<file path="config.mk">
export PLATFORM = sky130hd
export DESIGN_NAME = tpdo_transmission_scheduler
export DESIGN_NICKNAME = d
export VERILOG_FILES = /design/src/include/tpdo_pkg.sv /design/src/include/tx_stream_if.sv /design/src/verilog/tx_skid_buffer.sv /design/src/verilog/tpdo_transmission_scheduler.sv
export SDC_FILE = /design/constraint.sdc
export NUM_CORES = 1
export LEC_CHECK = 0
export ABC_AREA = 1
export BUFFER_PORTS_ARGS = -buffer_cell sky130_fd_sc_hd__buf_4
export CELL_PAD_IN_SITES_DETAIL_PLACEMENT = 1
export CELL_PAD_IN_SITES_GLOBAL_PLACEMENT = 1
export CORE_MARGIN = 10
export CORE_UTILIZATION = 42
export DETAILED_ROUTE_END_ITERATION = 8
export GPL_TIMING_DRIVEN = 0
export PLACE_DENSITY_LB_ADDON = 0.1
export SETUP_SLACK_MARGIN = 0.02
export SYNTH_ARGS = -nofsm -noshare
export SYNTH_HDL_FRONTEND = slang
export SYNTH_SLANG_ARGS = --single-unit
export TNS_END_PERCENT = 30
</file>
<file path="constraint.sdc">
create_clock -name sys_clk -period 3.5 [get_ports sys_clk]
set_input_delay 1.05 -clock sys_clk [delete_from_list [all_inputs] [get_ports sys_clk]]
set_output_delay 1.05 -clock sys_clk [all_outputs]
set_load 0.02 [all_outputs]
</file>
<file path="src/include/tpdo_pkg.sv">
package tpdo_pkg;

  typedef logic [31:0] word_t;
  typedef logic [7:0]  addr_t;

  // Timebase
  localparam int CLK_PERIOD_NS   = 10;
  localparam int INH_UNIT_NS     = 100_000;
  localparam int EVT_UNIT_NS     = 1_000_000;
  localparam int TICK100_CYCLES  = INH_UNIT_NS / CLK_PERIOD_NS;
  localparam int TICKS_PER_MS    = EVT_UNIT_NS / INH_UNIT_NS;
  localparam int TICK_W          = 14;

  // Register byte offsets
  localparam addr_t OFS_CTRL     = 8'h00;
  localparam addr_t OFS_COBID    = 8'h04;
  localparam addr_t OFS_TTYPE    = 8'h08;
  localparam addr_t OFS_INHIBIT  = 8'h0C;
  localparam addr_t OFS_EVT      = 8'h10;
  localparam addr_t OFS_SYNCID   = 8'h14;
  localparam addr_t OFS_STATUS   = 8'h18;

  // Field positions
  localparam int CTRL_OPER_BIT   = 0;
  localparam int CTRL_NODE_LSB   = 8;
  localparam int COB_DIS_BIT     = 31;

  // Reset values
  localparam logic        OPER_RST    = 1'b0;
  localparam logic [6:0]  NODE_RST    = 7'h01;
  localparam logic        COB_DIS_RST = 1'b0;
  localparam logic [7:0]  TTYPE_RST   = 8'hFE;
  localparam logic [15:0] INHIBIT_RST = 16'h0000;
  localparam logic [15:0] EVT_RST     = 16'h0000;
  localparam logic [10:0] SYNCID_RST  = 11'h080;

  // Transmission types and identifiers
  localparam logic [7:0]  TTYPE_ACYC     = 8'h00;
  localparam logic [7:0]  TTYPE_SYNC_MAX = 8'hF0;
  localparam logic [7:0]  TTYPE_RTR      = 8'hFD;
  localparam logic [7:0]  TTYPE_ASYNC    = 8'hFE;
  localparam logic [10:0] TPDO_BASE_ID   = 11'h180;

  localparam int TX_W = 43;

  function automatic logic isCyclic(input logic [7:0] t);
    isCyclic = (t != TTYPE_ACYC) && (t <= TTYPE_SYNC_MAX);
  endfunction : isCyclic

  function automatic word_t beMerge(input word_t old, input word_t nw, input logic [3:0] be);
    word_t r;
    r = old;
    for (int i = 0; i < 4; i++) begin
      if (be[i]) begin
        r[i*8 +: 8] = nw[i*8 +: 8];
      end
    end
    beMerge = r;
  endfunction : beMerge

endpackage : tpdo_pkg

</file>
<file path="src/include/tx_stream_if.sv">
`timescale 1ns/1ns
interface tx_stream_if #(
  parameter int W = 8
);
  logic [W-1:0] data;
  logic         valid;
  logic         ready;
  modport src (output data, output valid, input ready);
  modport snk (input data, input valid, output ready);
endinterface : tx_stream_if

</file>
<file path="src/verilog/tx_skid_buffer.sv">
`timescale 1ns/1ns
module tx_skid_buffer #(
  parameter int W = 8
) (
  input  wire logic         sys_clk,   // System clock
  input  wire logic         rst,       // Synchronous reset
  tx_stream_if.snk          inPort,    // Filling side
  output logic              outValid,  // Word on offer
  output logic [W-1:0]      outData,   // Offered word
  input  wire logic         outReady   // Receiver takes word
);
  logic         outValid_q, outValid_d;
  logic [W-1:0] outData_q, outData_d;
  logic         skidValid_q, skidValid_d;
  logic [W-1:0] skidData_q, skidData_d;
  logic         accept;

  // Ready comes from a flop so the source never sees a combinational loop
  assign inPort.ready = ~skidValid_q;
  assign accept       = inPort.valid & ~skidValid_q;

  always_comb begin
    outValid_d  = outValid_q;
    outData_d   = outData_q;
    skidValid_d = skidValid_q;
    skidData_d  = skidData_q;
    if (!outValid_q || outReady) begin
      if (skidValid_q) begin
        outValid_d  = 1'b1;
        outData_d   = skidData_q;
        skidValid_d = accept;
        skidData_d  = inPort.data;
      end else begin
        outValid_d = accept;
        outData_d  = inPort.data;
      end
    end else if (accept) begin
      skidValid_d = 1'b1;
      skidData_d  = inPort.data;
    end
  end

  always_ff @(posedge sys_clk) begin
    if (rst) begin
      outValid_q  <= 1'b0;
      outData_q   <= '0;
      skidValid_q <= 1'b0;
      skidData_q  <= '0;
    end else begin
      outValid_q  <= outValid_d;
      outData_q   <= outData_d;
      skidValid_q <= skidValid_d;
      skidData_q  <= skidData_d;
    end
  end

  assign outValid = outValid_q;
  assign outData  = outData_q;
endmodule : tx_skid_buffer

</file>
<file path="src/verilog/tpdo_transmission_scheduler.sv">
// The Avalon-MM slave port and the placing of the registers are this design's own decisions.
`timescale 1ns/1ns
module tpdo_transmission_scheduler #(
  parameter int TICK_CYCLES = tpdo_pkg::TICK100_CYCLES  // Cycles per 100 us tick
) (
  input  wire logic              sys_clk,          // 100 MHz clock
  input  wire logic              rst,              // Synchronous reset, high
  input  wire tpdo_pkg::addr_t   avs_address,      // Byte address
  input  wire logic              avs_read,         // Read request
  input  wire logic              avs_write,        // Write request
  input  wire tpdo_pkg::word_t   avs_writedata,    // Write data
  input  wire logic [3:0]        avs_byteenable,   // Byte lanes
  output tpdo_pkg::word_t        avs_readdata,     // Read data
  output logic                   avs_waitrequest,  // Stall request
  input  wire logic              rxValid,          // Received frame pulse
  input  wire logic [10:0]       rxId,             // Received identifier
  input  wire logic              rxRtr,            // Received frame is remote
  input  wire logic              incChange,        // Inclination changed pulse
  input  wire tpdo_pkg::word_t   measValue,        // Current measurement
  output logic                   txValid,          // Frame on offer
  output logic [10:0]            txId,             // Frame identifier
  output tpdo_pkg::word_t        txData,           // Frame payload
  input  wire logic              txReady           // Transmitter takes frame
);
  import tpdo_pkg::*;

  logic          ack_q, ack_d;
  logic          waitReq_q, waitReq_d;
  word_t         rdata_q, rdata_d;
  logic          oper_q, oper_d;
  logic [6:0]    nodeId_q, nodeId_d;
  logic          cobDis_q, cobDis_d;
  logic [7:0]    ttype_q, ttype_d;
  logic [15:0]   inhibit_q, inhibit_d;
  logic [15:0]   evtPeriod_q, evtPeriod_d;
  logic [10:0]   syncId_q, syncId_d;

  logic [TICK_W-1:0] tickCnt_q, tickCnt_d;
  logic [3:0]    msCnt_q, msCnt_d;
  logic [15:0]   evtCnt_q, evtCnt_d;
  logic [7:0]    syncCnt_q, syncCnt_d;
  logic          evtPend_q, evtPend_d;
  logic          pend_q, pend_d;
  logic [16:0]   inhCnt_q, inhCnt_d;
  logic [15:0]   txCount_q, txCount_d;

  word_t         curWord;
  word_t         merged;
  logic          wrHit;
  logic          wrTtype;
  logic          wrEvt;
  logic [10:0]   txBaseId;
  logic          tick;
  logic          msTick;
  logic          evtFire;
  logic          evtSrc;
  logic          canSend;
  logic          syncHit;
  logic          rtrHit;
  logic          isCyc;
  logic          syncDone;
  logic          trig;
  logic          intValid;
  logic          emit;

  tx_stream_if #(.W(TX_W)) txStream ();
  assign txBaseId = TPDO_BASE_ID + {4'h0, nodeId_q};
  assign wrHit    = avs_write & ack_q;
  assign wrTtype  = wrHit & (avs_address == OFS_TTYPE);
  assign wrEvt    = wrHit & (avs_address == OFS_EVT);

  always_comb begin
    case (avs_address)
      OFS_CTRL:    curWord = {17'h0_0000, nodeId_q, 7'h00, oper_q};
      OFS_COBID:   curWord = {cobDis_q, 20'h0_0000, txBaseId};
      OFS_TTYPE:   curWord = {24'h00_0000, ttype_q};
      OFS_INHIBIT: curWord = {16'h0000, inhibit_q};
      OFS_EVT:     curWord = {16'h0000, evtPeriod_q};
      OFS_SYNCID:  curWord = {21'h00_0000, syncId_q};
      OFS_STATUS:  curWord = {txCount_q, 5'h00, (inhCnt_q != 17'h0_0000), evtPend_q, pend_q, syncCnt_q};
      default:     curWord = 32'h0000_0000;
    endcase
  end

  assign merged = beMerge(curWord, avs_writedata, avs_byteenable);

  // One wait cycle per access; the answer is ready in the second cycle
  always_comb begin
    ack_d       = (avs_read | avs_write) & ~ack_q;
    waitReq_d   = ~ack_d;
    rdata_d     = (ack_d && avs_read) ? curWord : rdata_q;
    oper_d      = oper_q;
    nodeId_d    = nodeId_q;
    cobDis_d    = cobDis_q;
    ttype_d     = ttype_q;
    inhibit_d   = inhibit_q;
    evtPeriod_d = evtPeriod_q;
    syncId_d    = syncId_q;
    if (wrHit) begin
      case (avs_address)
        OFS_CTRL: begin
          oper_d   = merged[CTRL_OPER_BIT];
          nodeId_d = merged[CTRL_NODE_LSB +: 7];
        end
        OFS_COBID:   cobDis_d    = merged[COB_DIS_BIT];
        OFS_TTYPE:   ttype_d     = merged[7:0];
        OFS_INHIBIT: inhibit_d   = cobDis_q ? merged[15:0] : inhibit_q;
        OFS_EVT:     evtPeriod_d = merged[15:0];
        OFS_SYNCID:  syncId_d    = (merged[10:0] != 11'h000) ? merged[10:0] : syncId_q;
        default: begin
        end
      endcase
    end
  end

  always_ff @(posedge sys_clk) begin
    if (rst) begin
      ack_q       <= 1'b0;
      waitReq_q   <= 1'b1;
      rdata_q     <= 32'h0000_0000;
      oper_q      <= OPER_RST;
      nodeId_q    <= NODE_RST;
      cobDis_q    <= COB_DIS_RST;
      ttype_q     <= TTYPE_RST;
      inhibit_q   <= INHIBIT_RST;
      evtPeriod_q <= EVT_RST;
      syncId_q    <= SYNCID_RST;
    end else begin
      ack_q       <= ack_d;
      waitReq_q   <= waitReq_d;
      rdata_q     <= rdata_d;
      oper_q      <= oper_d;
      nodeId_q    <= nodeId_d;
      cobDis_q    <= cobDis_d;
      ttype_q     <= ttype_d;
      inhibit_q   <= inhibit_d;
      evtPeriod_q <= evtPeriod_d;
      syncId_q    <= syncId_d;
    end
  end

  assign tick    = (tickCnt_q == TICK_W'(TICK_CYCLES - 1));
  assign msTick  = tick & (msCnt_q == 4'(TICKS_PER_MS - 1));
  assign evtFire = msTick & (evtPeriod_q != 16'h0000) & ((evtCnt_q + 16'h0001) >= evtPeriod_q);
  assign evtSrc  = incChange | evtFire;
  assign canSend = oper_q & ~cobDis_q;
  assign syncHit = rxValid & ~rxRtr & (rxId == syncId_q) & oper_q;
  assign rtrHit  = rxValid & rxRtr & (rxId == txBaseId) & canSend;
  assign isCyc   = isCyclic(ttype_q);
  assign syncDone = syncHit & isCyc & ((syncCnt_q + 8'h01) >= ttype_q);

  assign trig = rtrHit
              | (canSend & syncDone)
              | (canSend & (ttype_q == TTYPE_ASYNC) & evtSrc)
              | (canSend & (ttype_q == TTYPE_ACYC) & syncHit & evtPend_q);

  assign intValid = pend_q & canSend & (inhCnt_q == 17'h0_0000);
  assign emit     = intValid & txStream.ready;

  always_comb begin
    tickCnt_d = tick ? '0 : tickCnt_q + 1'b1;
    msCnt_d   = msCnt_q;
    if (tick) begin
      msCnt_d = msTick ? 4'h0 : msCnt_q + 4'h1;
    end
    evtCnt_d = evtCnt_q;
    if (wrEvt || evtPeriod_q == 16'h0000 || evtFire) begin
      evtCnt_d = 16'h0000;
    end else if (msTick) begin
      evtCnt_d = evtCnt_q + 16'h0001;
    end
    syncCnt_d = syncCnt_q;
    if (wrTtype || !isCyc || syncDone) begin
      syncCnt_d = 8'h00;
    end else if (syncHit) begin
      syncCnt_d = syncCnt_q + 8'h01;
    end
    evtPend_d = 1'b0;
    if (canSend && ttype_q == TTYPE_ACYC) begin
      evtPend_d = (evtPend_q & ~syncHit) | evtSrc;
    end
    // New trigger wins over the clear by a send
    pend_d = canSend & ((pend_q & ~emit) | trig);
    // loaded plus one so the gap is never short
    inhCnt_d = inhCnt_q;
    if (emit) begin
      inhCnt_d = (inhibit_q == 16'h0000) ? 17'h0_0000 : {1'b0, inhibit_q} + 17'h0_0001;
    end else if (tick && inhCnt_q != 17'h0_0000) begin
      inhCnt_d = inhCnt_q - 17'h0_0001;
    end
    txCount_d = emit ? txCount_q + 16'h0001 : txCount_q;
  end

  always_ff @(posedge sys_clk) begin
    if (rst) begin
      tickCnt_q <= '0;
      msCnt_q   <= 4'h0;
      evtCnt_q  <= 16'h0000;
      syncCnt_q <= 8'h00;
      evtPend_q <= 1'b0;
      pend_q    <= 1'b0;
      inhCnt_q  <= 17'h0_0000;
      txCount_q <= 16'h0000;
    end else begin
      tickCnt_q <= tickCnt_d;
      msCnt_q   <= msCnt_d;
      evtCnt_q  <= evtCnt_d;
      syncCnt_q <= syncCnt_d;
      evtPend_q <= evtPend_d;
      pend_q    <= pend_d;
      inhCnt_q  <= inhCnt_d;
      txCount_q <= txCount_d;
    end
  end

  // Measurement captured at send time, not at trigger time
  assign txStream.valid = intValid;
  assign txStream.data  = {txBaseId, measValue};

  tx_skid_buffer #(.W(TX_W)) txBuf (
    .sys_clk  (sys_clk),
    .rst      (rst),
    .inPort   (txStream),
    .outValid (txValid),
    .outData  ({txId, txData}),
    .outReady (txReady)
  );

  assign avs_readdata    = rdata_q;
  assign avs_waitrequest = waitReq_q;
endmodule : tpdo_transmission_scheduler

</file>
==> impl_results.md, run 1 <==
* Unrepaired setup endpoints after global routing: false
* Adder-cell area share of the yosys netlist at 3.26%
* Setup tns final at 0 ns
* Levels on crit path at 20
* EDFF count, synth at 0
* Clk_lat worst skew at 0.55 ns
* CP top delay family: simple AND/OR/NAND/NOR gates
* Total die area at 0.0375 sq mm
* Register-to-Register Path Depth at 20
* Root Buffer: clkbuf_16
* Clk_skew at 0.0131 ns
* Core region area at 0.0297 sq mm
* XOR/XNOR Fraction of Synth Area at 4.08%
* Area growth, synth to finish at 21.2%
* CTS tree: yes
* Reg-to-reg slack, setup at 0.35 ns
* Min cycle time layout at 3.15 ns
* Syn Inst Count at approximately 1800
* Via Count at 13000
* Share of cells above drive strength 1 at 14.5%
* Crit. End Element: register
* Period utilization at 90.1%
* Worst hold path depth at 1
* Synth async-reset ratio at 0%
* Max stage delay on crit path at roughly 0.38 ns
* Synth warn at 0
* I/O Buffers at 153
* Worst Hold Class: register to register
* Worst r2r src: evtCnt_q[0]
* CTS HTree Levels at 1
* Design area at 0.0154 sq mm
* Non-filler instance count after layout at roughly 2400
* Post-Route WL at 46.5 mm
* Area post-placement at 0.0143 sq mm
* Row cnt at 63
* Critical-path top delay cell: dfxtp_4
* Mapped Area at 0.0127 sq mm
* Ys flop type: dfxtp_1
* Reg2Reg Capture Point: evtCnt_q[3]
* Status: finished clean
* HPWL after detailed placement at around 35 mm
* Pleak at ~6.6 nW
* Filler Cells Inserted at 3871
* Multiplexer area fraction after synthesis at 0%
* First-pass GRT wire length at 73.9 mm
* Die Wd at approximately 190 microns
* I/O Pins at 172
* Synthesis-stage register bit count at 253
* Initial Utilization at a little over two fifths
* Overall Global Routing Usage at 23.7%
* TritonCTS Buffers at 29
* Antenna violations before repair at 1
* Largest net degree at the start of global routing at 14
* CTS sink cnt at 253
* Register area share after synthesis at 39.9%
* Normalized max-slew margin at 23.3%
* N_diodes at 0
* Drt initial violations at 810
* Clock slew at reported path FFs at 0.06 ns
* Crit Path Max Fanout at 6
* Setup violations, final at 0
* Largest family of logic cells by synthesized area: simple AND/OR/NAND/NOR gates
* Vias in the first global route at between 10000 and 15000
* GRT overflow at 0
* WL per Instance at 19.5 microns
* Hold Buf Count CTS at 0
* Maximum VDD drop at 0.336 mV
* WP data required at 3.98 ns
* HP Start: tickCnt_q[0]
* Crit path buffers/inverters at 3
* Unique cell type count in the Yosys netlist at 53
* CP Launch Type: register
* Simple-gate share of the synthesized area at 27.1%
* Synth Area in Compound Gates at 17.0%
* Hold path endpoint: tickCnt_q[0]
* Mean Syn Cell Area at a little over 7 sq um
* Max cap viols at 0
* Worst Path Arrival at 3.63 ns
* Clk buf depth at 3
* Final hold vios at 0
* Fmax at ~320 MHz
* DRC Markers at 0
* Die Ht at about 190 microns
* Drt pass-1 iters at 5
* Critical path class: register to register
* Transition time of the tightest slew-check pin at 1.15 ns
* Pins Over Slew Limit at 0
* Worst-path cell chain: ha_2 > nand3_1 > nor2_2 > nand3_2 > nor2_1 > nand2_1 > nor2_2 > nand2_1 > xnor2_2 > ha_1 > nand2_1 > inv_1 > nand3_1 > inv_1 > a21oi_1 > nand3_1 > nand2_2 > nand4_1 > buf_6 > a21oi_1
* GP Congestion at 0.958
* Vias/cell at ~5.5
* Placed Cells at 2332
* P per Cell Area at 414 mW/mm^2
* Routed Antenna Nets at 0
* Net count, final at 2107
-- how the worst max path moves through the flow --
| stage | end | from | slack, ns |
|---|---|---|---|
| floorplan | evtCnt_q[13] | evtCnt_q[0] | 0.75 |
| global placement | evtCnt_q[13] | evtCnt_q[0] | -0.06 |
| detailed placement | evtCnt_q[8] | evtCnt_q[0] | -0.14 |
| CTS | evtCnt_q[14] | evtCnt_q[0] | 0.04 |
| global route | evtCnt_q[14] | evtCnt_q[0] | 0.007 |
| finish | evtCnt_q[3] | evtCnt_q[0] | 0.35 |
-- per-layer routing --
layer | GRT usage [%] | vias to the layer above | part of all wire, %
met1 | 30.6 | 6282 | 44
met3 | 5.13 | 66 | 7.0
met4 | 5.64 | 0 | 2.3
li1 | - | 6313 | -
met5 | 0 | - | 0
met2 | 39.3 | 373 | 46
-- Yosys cell counts (4+ instances only) --
| master | instances | area share [%] |
|---|---|---|
| a211oi_1 | 5 | 0.30 |
| a21oi_1 | 118 | 4.7 |
| a22oi_1 | 7 | 0.41 |
| a31oi_1 | 43 | 2.1 |
| buf_2 | 9 | 0.36 |
| buf_4 | 5 | 0.30 |
| buf_6 | 5 | 0.44 |
| clkbuf_1 | 56 | 1.7 |
| clkinv_1 | 6 | 0.18 |
| dfxtp_1 | 253 | 40 |
| ha_1 | 33 | 3.3 |
| inv_1 | 182 | 5.4 |
| nand2_1 | 347 | 10 |
| nand2_2 | 4 | 0.20 |
| nand3_1 | 126 | 5.0 |
| nand3b_1 | 8 | 0.47 |
| nand4_1 | 24 | 1.2 |
| nor2_1 | 197 | 5.8 |
| nor2_2 | 7 | 0.35 |
| nor3_1 | 18 | 0.71 |
| nor4_1 | 15 | 0.74 |
| o211ai_1 | 14 | 0.83 |
| o21ai_0 | 167 | 6.6 |
| o21ai_1 | 8 | 0.32 |
| o22ai_1 | 13 | 0.64 |
| or2_2 | 16 | 0.79 |
| xnor2_1 | 21 | 1.5 |
| xor2_1 | 38 | 2.6 |
-- worst reg2reg max path: cells and delay by family (launching register included) --
| family | cells | cell delay, ns |
|---|---|---|
| DFF | 1 | 0.38 |
| adders and majority gates | 2 | 0.45 |
| buffers and inverters | 3 | 0.33 |
| and+or+nand+nor | 12 | 1.45 |
| AOI/OAI and AO/OA | 2 | 0.28 |
| xor gates and xnor gates | 1 | 0.21 |
-- stage by stage --
stage               setup WS [ns]  utilization, %  hold WS, ns  total power [W]
detailed placement         -0.142            48.2        0.444          0.00346
CTS                        0.0425            51.3        0.460          0.00640
finish                      0.346            51.7        0.450          0.00637
floorplan                   0.749               -        0.418          0.00322
global placement          -0.0620            48.2        0.428          0.00345
global route              0.00741            51.7        0.485          0.00656
-- timing repair --
action                                  in CTS  in global routing
endpoints found under the hold margin        0                  0
endpoints found under the setup margin      11                 18
resized for setup                            0                 23
gates cloned                                 0                  1
pin swaps                                    1                  8
buffers inserted                             1                  4
-- flip-flops by register name, summed over array words and instances, names as in the netlist, 4 cells and up --
| signal | cells |
|---|---|
| avs_readdata | 32 |
| nodeId_q | 7 |
| txBuf.skidData_q | 40 |
| txBuf.outData | 40 |
| msCnt_q | 4 |
| inhibit_q | 16 |
| inhCnt_q | 17 |
| ttype_q | 8 |
| tickCnt_q | 14 |
| syncId_q | 11 |
| syncCnt_q | 8 |
| txCount_q | 16 |
| evtCnt_q | 16 |
| evtPeriod_q | 16 |
-- cells in the final DEF, fill, tap and decap left out, drive strengths merged, types with 13 or more instances in the layout --
cell type and n:
nand2 354, dfxtp 253, nor2 208, inv 186, buf 181, o21ai 177
nand3 129, a21oi 118, clkbuf 96, a31oi 44, xor2 38, ha 33
nand4 24, nor3 22, xnor2 21, clkinv 17, or2 16, nor4 15
o211ai 14, o22ai 13
-- kinds of logic after synthesis --
family / Yosys count
DFF: 253
AOI/OAI and AO/OA: 391
and+or+nand+nor: 780
buffers and inverters: 271
other: 1
adders and majority gates: 33
xor gates and xnor gates: 59
-- power breakdown --
part           switching, W  internal, W
clock network       0.00125      0.00171
registers         0.0000243      0.00292
logic              0.000283     0.000172
-- final cells by class --
class / instances / area, sq um / area share (%)
buffer: 78 / 367 / 2.39
clock buffer: 40 / 827 / 5.38
clock inverter: 12 / 91.3 / 0.594
inverter: 193 / 728 / 4.74
multi-input combinational: 1265 / 6600 / 42.9
sequential: 253 / 5070 / 33.0
tap: 390 / 488 / 3.18
timing repair buffer: 159 / 1190 / 7.78
No activity file was read; power rests on OpenSTA's default activity.
==> inputs of run 2 (changes only) <==
--- a/config.mk
+++ b/config.mk
@@ -6,12 +6,12 @@
 export NUM_CORES = 1
 export LEC_CHECK = 0
 export ABC_AREA = 1
-export BUFFER_PORTS_ARGS = -buffer_cell sky130_fd_sc_hd__buf_4
 export CELL_PAD_IN_SITES_DETAIL_PLACEMENT = 1
 export CELL_PAD_IN_SITES_GLOBAL_PLACEMENT = 1
-export CORE_MARGIN = 10
-export CORE_UTILIZATION = 42
+export CORE_MARGIN = 1.5
+export CORE_UTILIZATION = 46
 export DETAILED_ROUTE_END_ITERATION = 8
+export DONT_BUFFER_PORTS = 1
 export GPL_TIMING_DRIVEN = 0
 export PLACE_DENSITY_LB_ADDON = 0.1
 export SETUP_SLACK_MARGIN = 0.02
==> impl_results.md, run 2 (same netlist as run 1, synthesis figures left out) <==
* Status: finished clean
* Largest net degree at the start of global routing at 15
* WL per Instance at 19.6 microns
* Commonest non-fill, non-tap cell in the layout: nand2_1
* WP data required at 3.98 ns
* Normalized max-slew margin at between 30% and 40%
* Core region area at between 0.02 and 0.03 sq mm
* Clock slew at reported path FFs at around 0.060 ns
* Area growth, synth to finish at 11.6%
* Post-Route WL at 42.9 mm
* Critical path class: register to register
* Min cycle time layout at 3.18 ns
* CTS tree: yes
* Antenna violations before repair at 1
* CP Launch Type: register
* First-pass GRT wire length at between 60 and 70 mm
* I/O Pins at 172
* Pins Over Slew Limit at 0
* Row cnt at 60
* Drt initial violations at 932
* Transition time of the tightest slew-check pin at between 1 and 1.5 ns
* Share of cells above drive strength 1 at 6.78%
* Hold Buf Count CTS at 0
* Vias in the first global route at 12700
* GP Congestion at 0.951
* Switching Fraction at 23.6%
* Hold slack at 0.451 ns
* Via Count at 12500
* Sequential share of power at 46.6%
* Unrepaired setup endpoints after global routing: false
* Clk_skew at roughly 0.013 ns
* Die Ht at roughly 170 microns
* Crit. End Element: register
* Total die area at 0.0286 sq mm
* Clock share of power at about half
* Setup tns final at 0 ns
* Root Buffer: clkbuf_16
* Overall Global Routing Usage at 29.7%
* TritonCTS Buffers at 29
* Initial Utilization at 46.9%
* Net count, final at 1950
* Crit Path Max Fanout at 10
* Max cap viols at 0
* CTS HTree Levels at 1
* Combinational Power Share at 4.2%
* DRC Markers at 0
* Clk buf depth at 3
* Most frequent cells in the layout: 347 x nand2_1, 252 x dfxtp_1, 194 x nor2_1
* Clk_lat worst skew at 0.55 ns
* Die Wd at 169 microns
* Worst Path Arrival at 3.66 ns
* Drt pass-1 iters at 5
* Final hold vios at 0
* Fmax at 314 MHz
* Routed Antenna Nets at 0
* Pleak at 5.87 nW
* HPWL after detailed placement at 32.3 mm
* Setup violations, final at 0
* Maximum VDD drop at approximately 0.33 mV
* I/O Buffers at 0
* CTS sink cnt at 253
* Cell-internal power at 0.00491 W
* GRT overflow at 0
* P per Cell Area at 454 mW/mm^2
* Worst Hold Class: register to register
* Vias/cell at 5.70
* Period utilization at 90.9%
* Sw power at around 0.0015 W
## run 2: area by class of cell
class / instances / area (sq um)
Antenna cell: 1 / 2.50
Buffer: 78 / 363
Clock buffer: 43 / 858
Clock inverter: 11 / 139
Fill cell: 3542 / 12900
Inverter: 193 / 728
Multi-Input combinational cell: 1265 / 6560
Sequential cell: 253 / 5070
Tap cell: 341 / 427
Timing Repair Buffer: 2 / 15.0
## run 2: final timing paths
kind,from,endpoint,slack [ns],depth (start not counted)
setup reg to reg,evtCnt_q[0],evtCnt_q[14],0.32,20
hold reg to reg,tickCnt_q[0],tickCnt_q[0],0.45,1
setup / recovery,evtCnt_q[0],evtCnt_q[14],0.32,20
hold / removal,tickCnt_q[0],tickCnt_q[0],0.45,1
## run 2: stage by stage
stage / worst slack, ns / cells / util, % / power, W / cell area [sq um]
after floorplan: 0.749 / 1789 / - / 0.00322 / 12700
after global placement: 0.0177 / 2130 / 48.5 / 0.00331 / 13100
after detailed placement: -0.0843 / 2130 / 48.5 / 0.00332 / 13100
after CTS: 0.133 / 2185 / 52.2 / 0.00645 / 14100
after global routing: 0.0474 / 2187 / 52.4 / 0.00660 / 14200
final: 0.320 / 2187 / 52.4 / 0.00642 / 14200
## run 2: layer usage
metal	track usage (%)	vias to the layer above	share of wire (%)
met4	9.66	0	2.8
met2	49.0	343	46
li1	-	6006	-
met5	0	-	0
met1	39.4	6045	45
met3	5.31	80	6.4
## run 2: power groups by stage
stage | Combinational (W) | Sequential [W] | Clock [W]
after CTS | 0.000263 | 0.00299 | 0.00319
after global routing | 0.000293 | 0.00300 | 0.00331
after global placement | 0.000252 | 0.00306 | 0
final | 0.000267 | 0.00299 | 0.00316
after detailed placement | 0.000261 | 0.00306 | 0
after floorplan | 0.000171 | 0.00305 | 0
## run 2: critical path, stage by stage (launching register included)
cell and delay [ns]:
dfxtp_2 0.37, ha_1 0.20, nand3_1 0.14, nor2_2 0.14
nand3_1 0.12, nor2_1 0.11, nand2_1 0.10, nor2_2 0.16
nand2_1 0.12, xnor2_2 0.20, ha_1 0.27, nand2_1 0.09
inv_1 0.04, nand3_1 0.10, inv_1 0.05, a21oi_1 0.15
nand3_1 0.09, nand2_1 0.11, nand4_1 0.17, clkbuf_4 0.26
a21oi_1 0.12
## run 2: what timing repair did
action                     4_1_cts  5_1_grt
setup buffers                    1        1
gates resized for setup          0        8
setup endpoints to repair       10       18
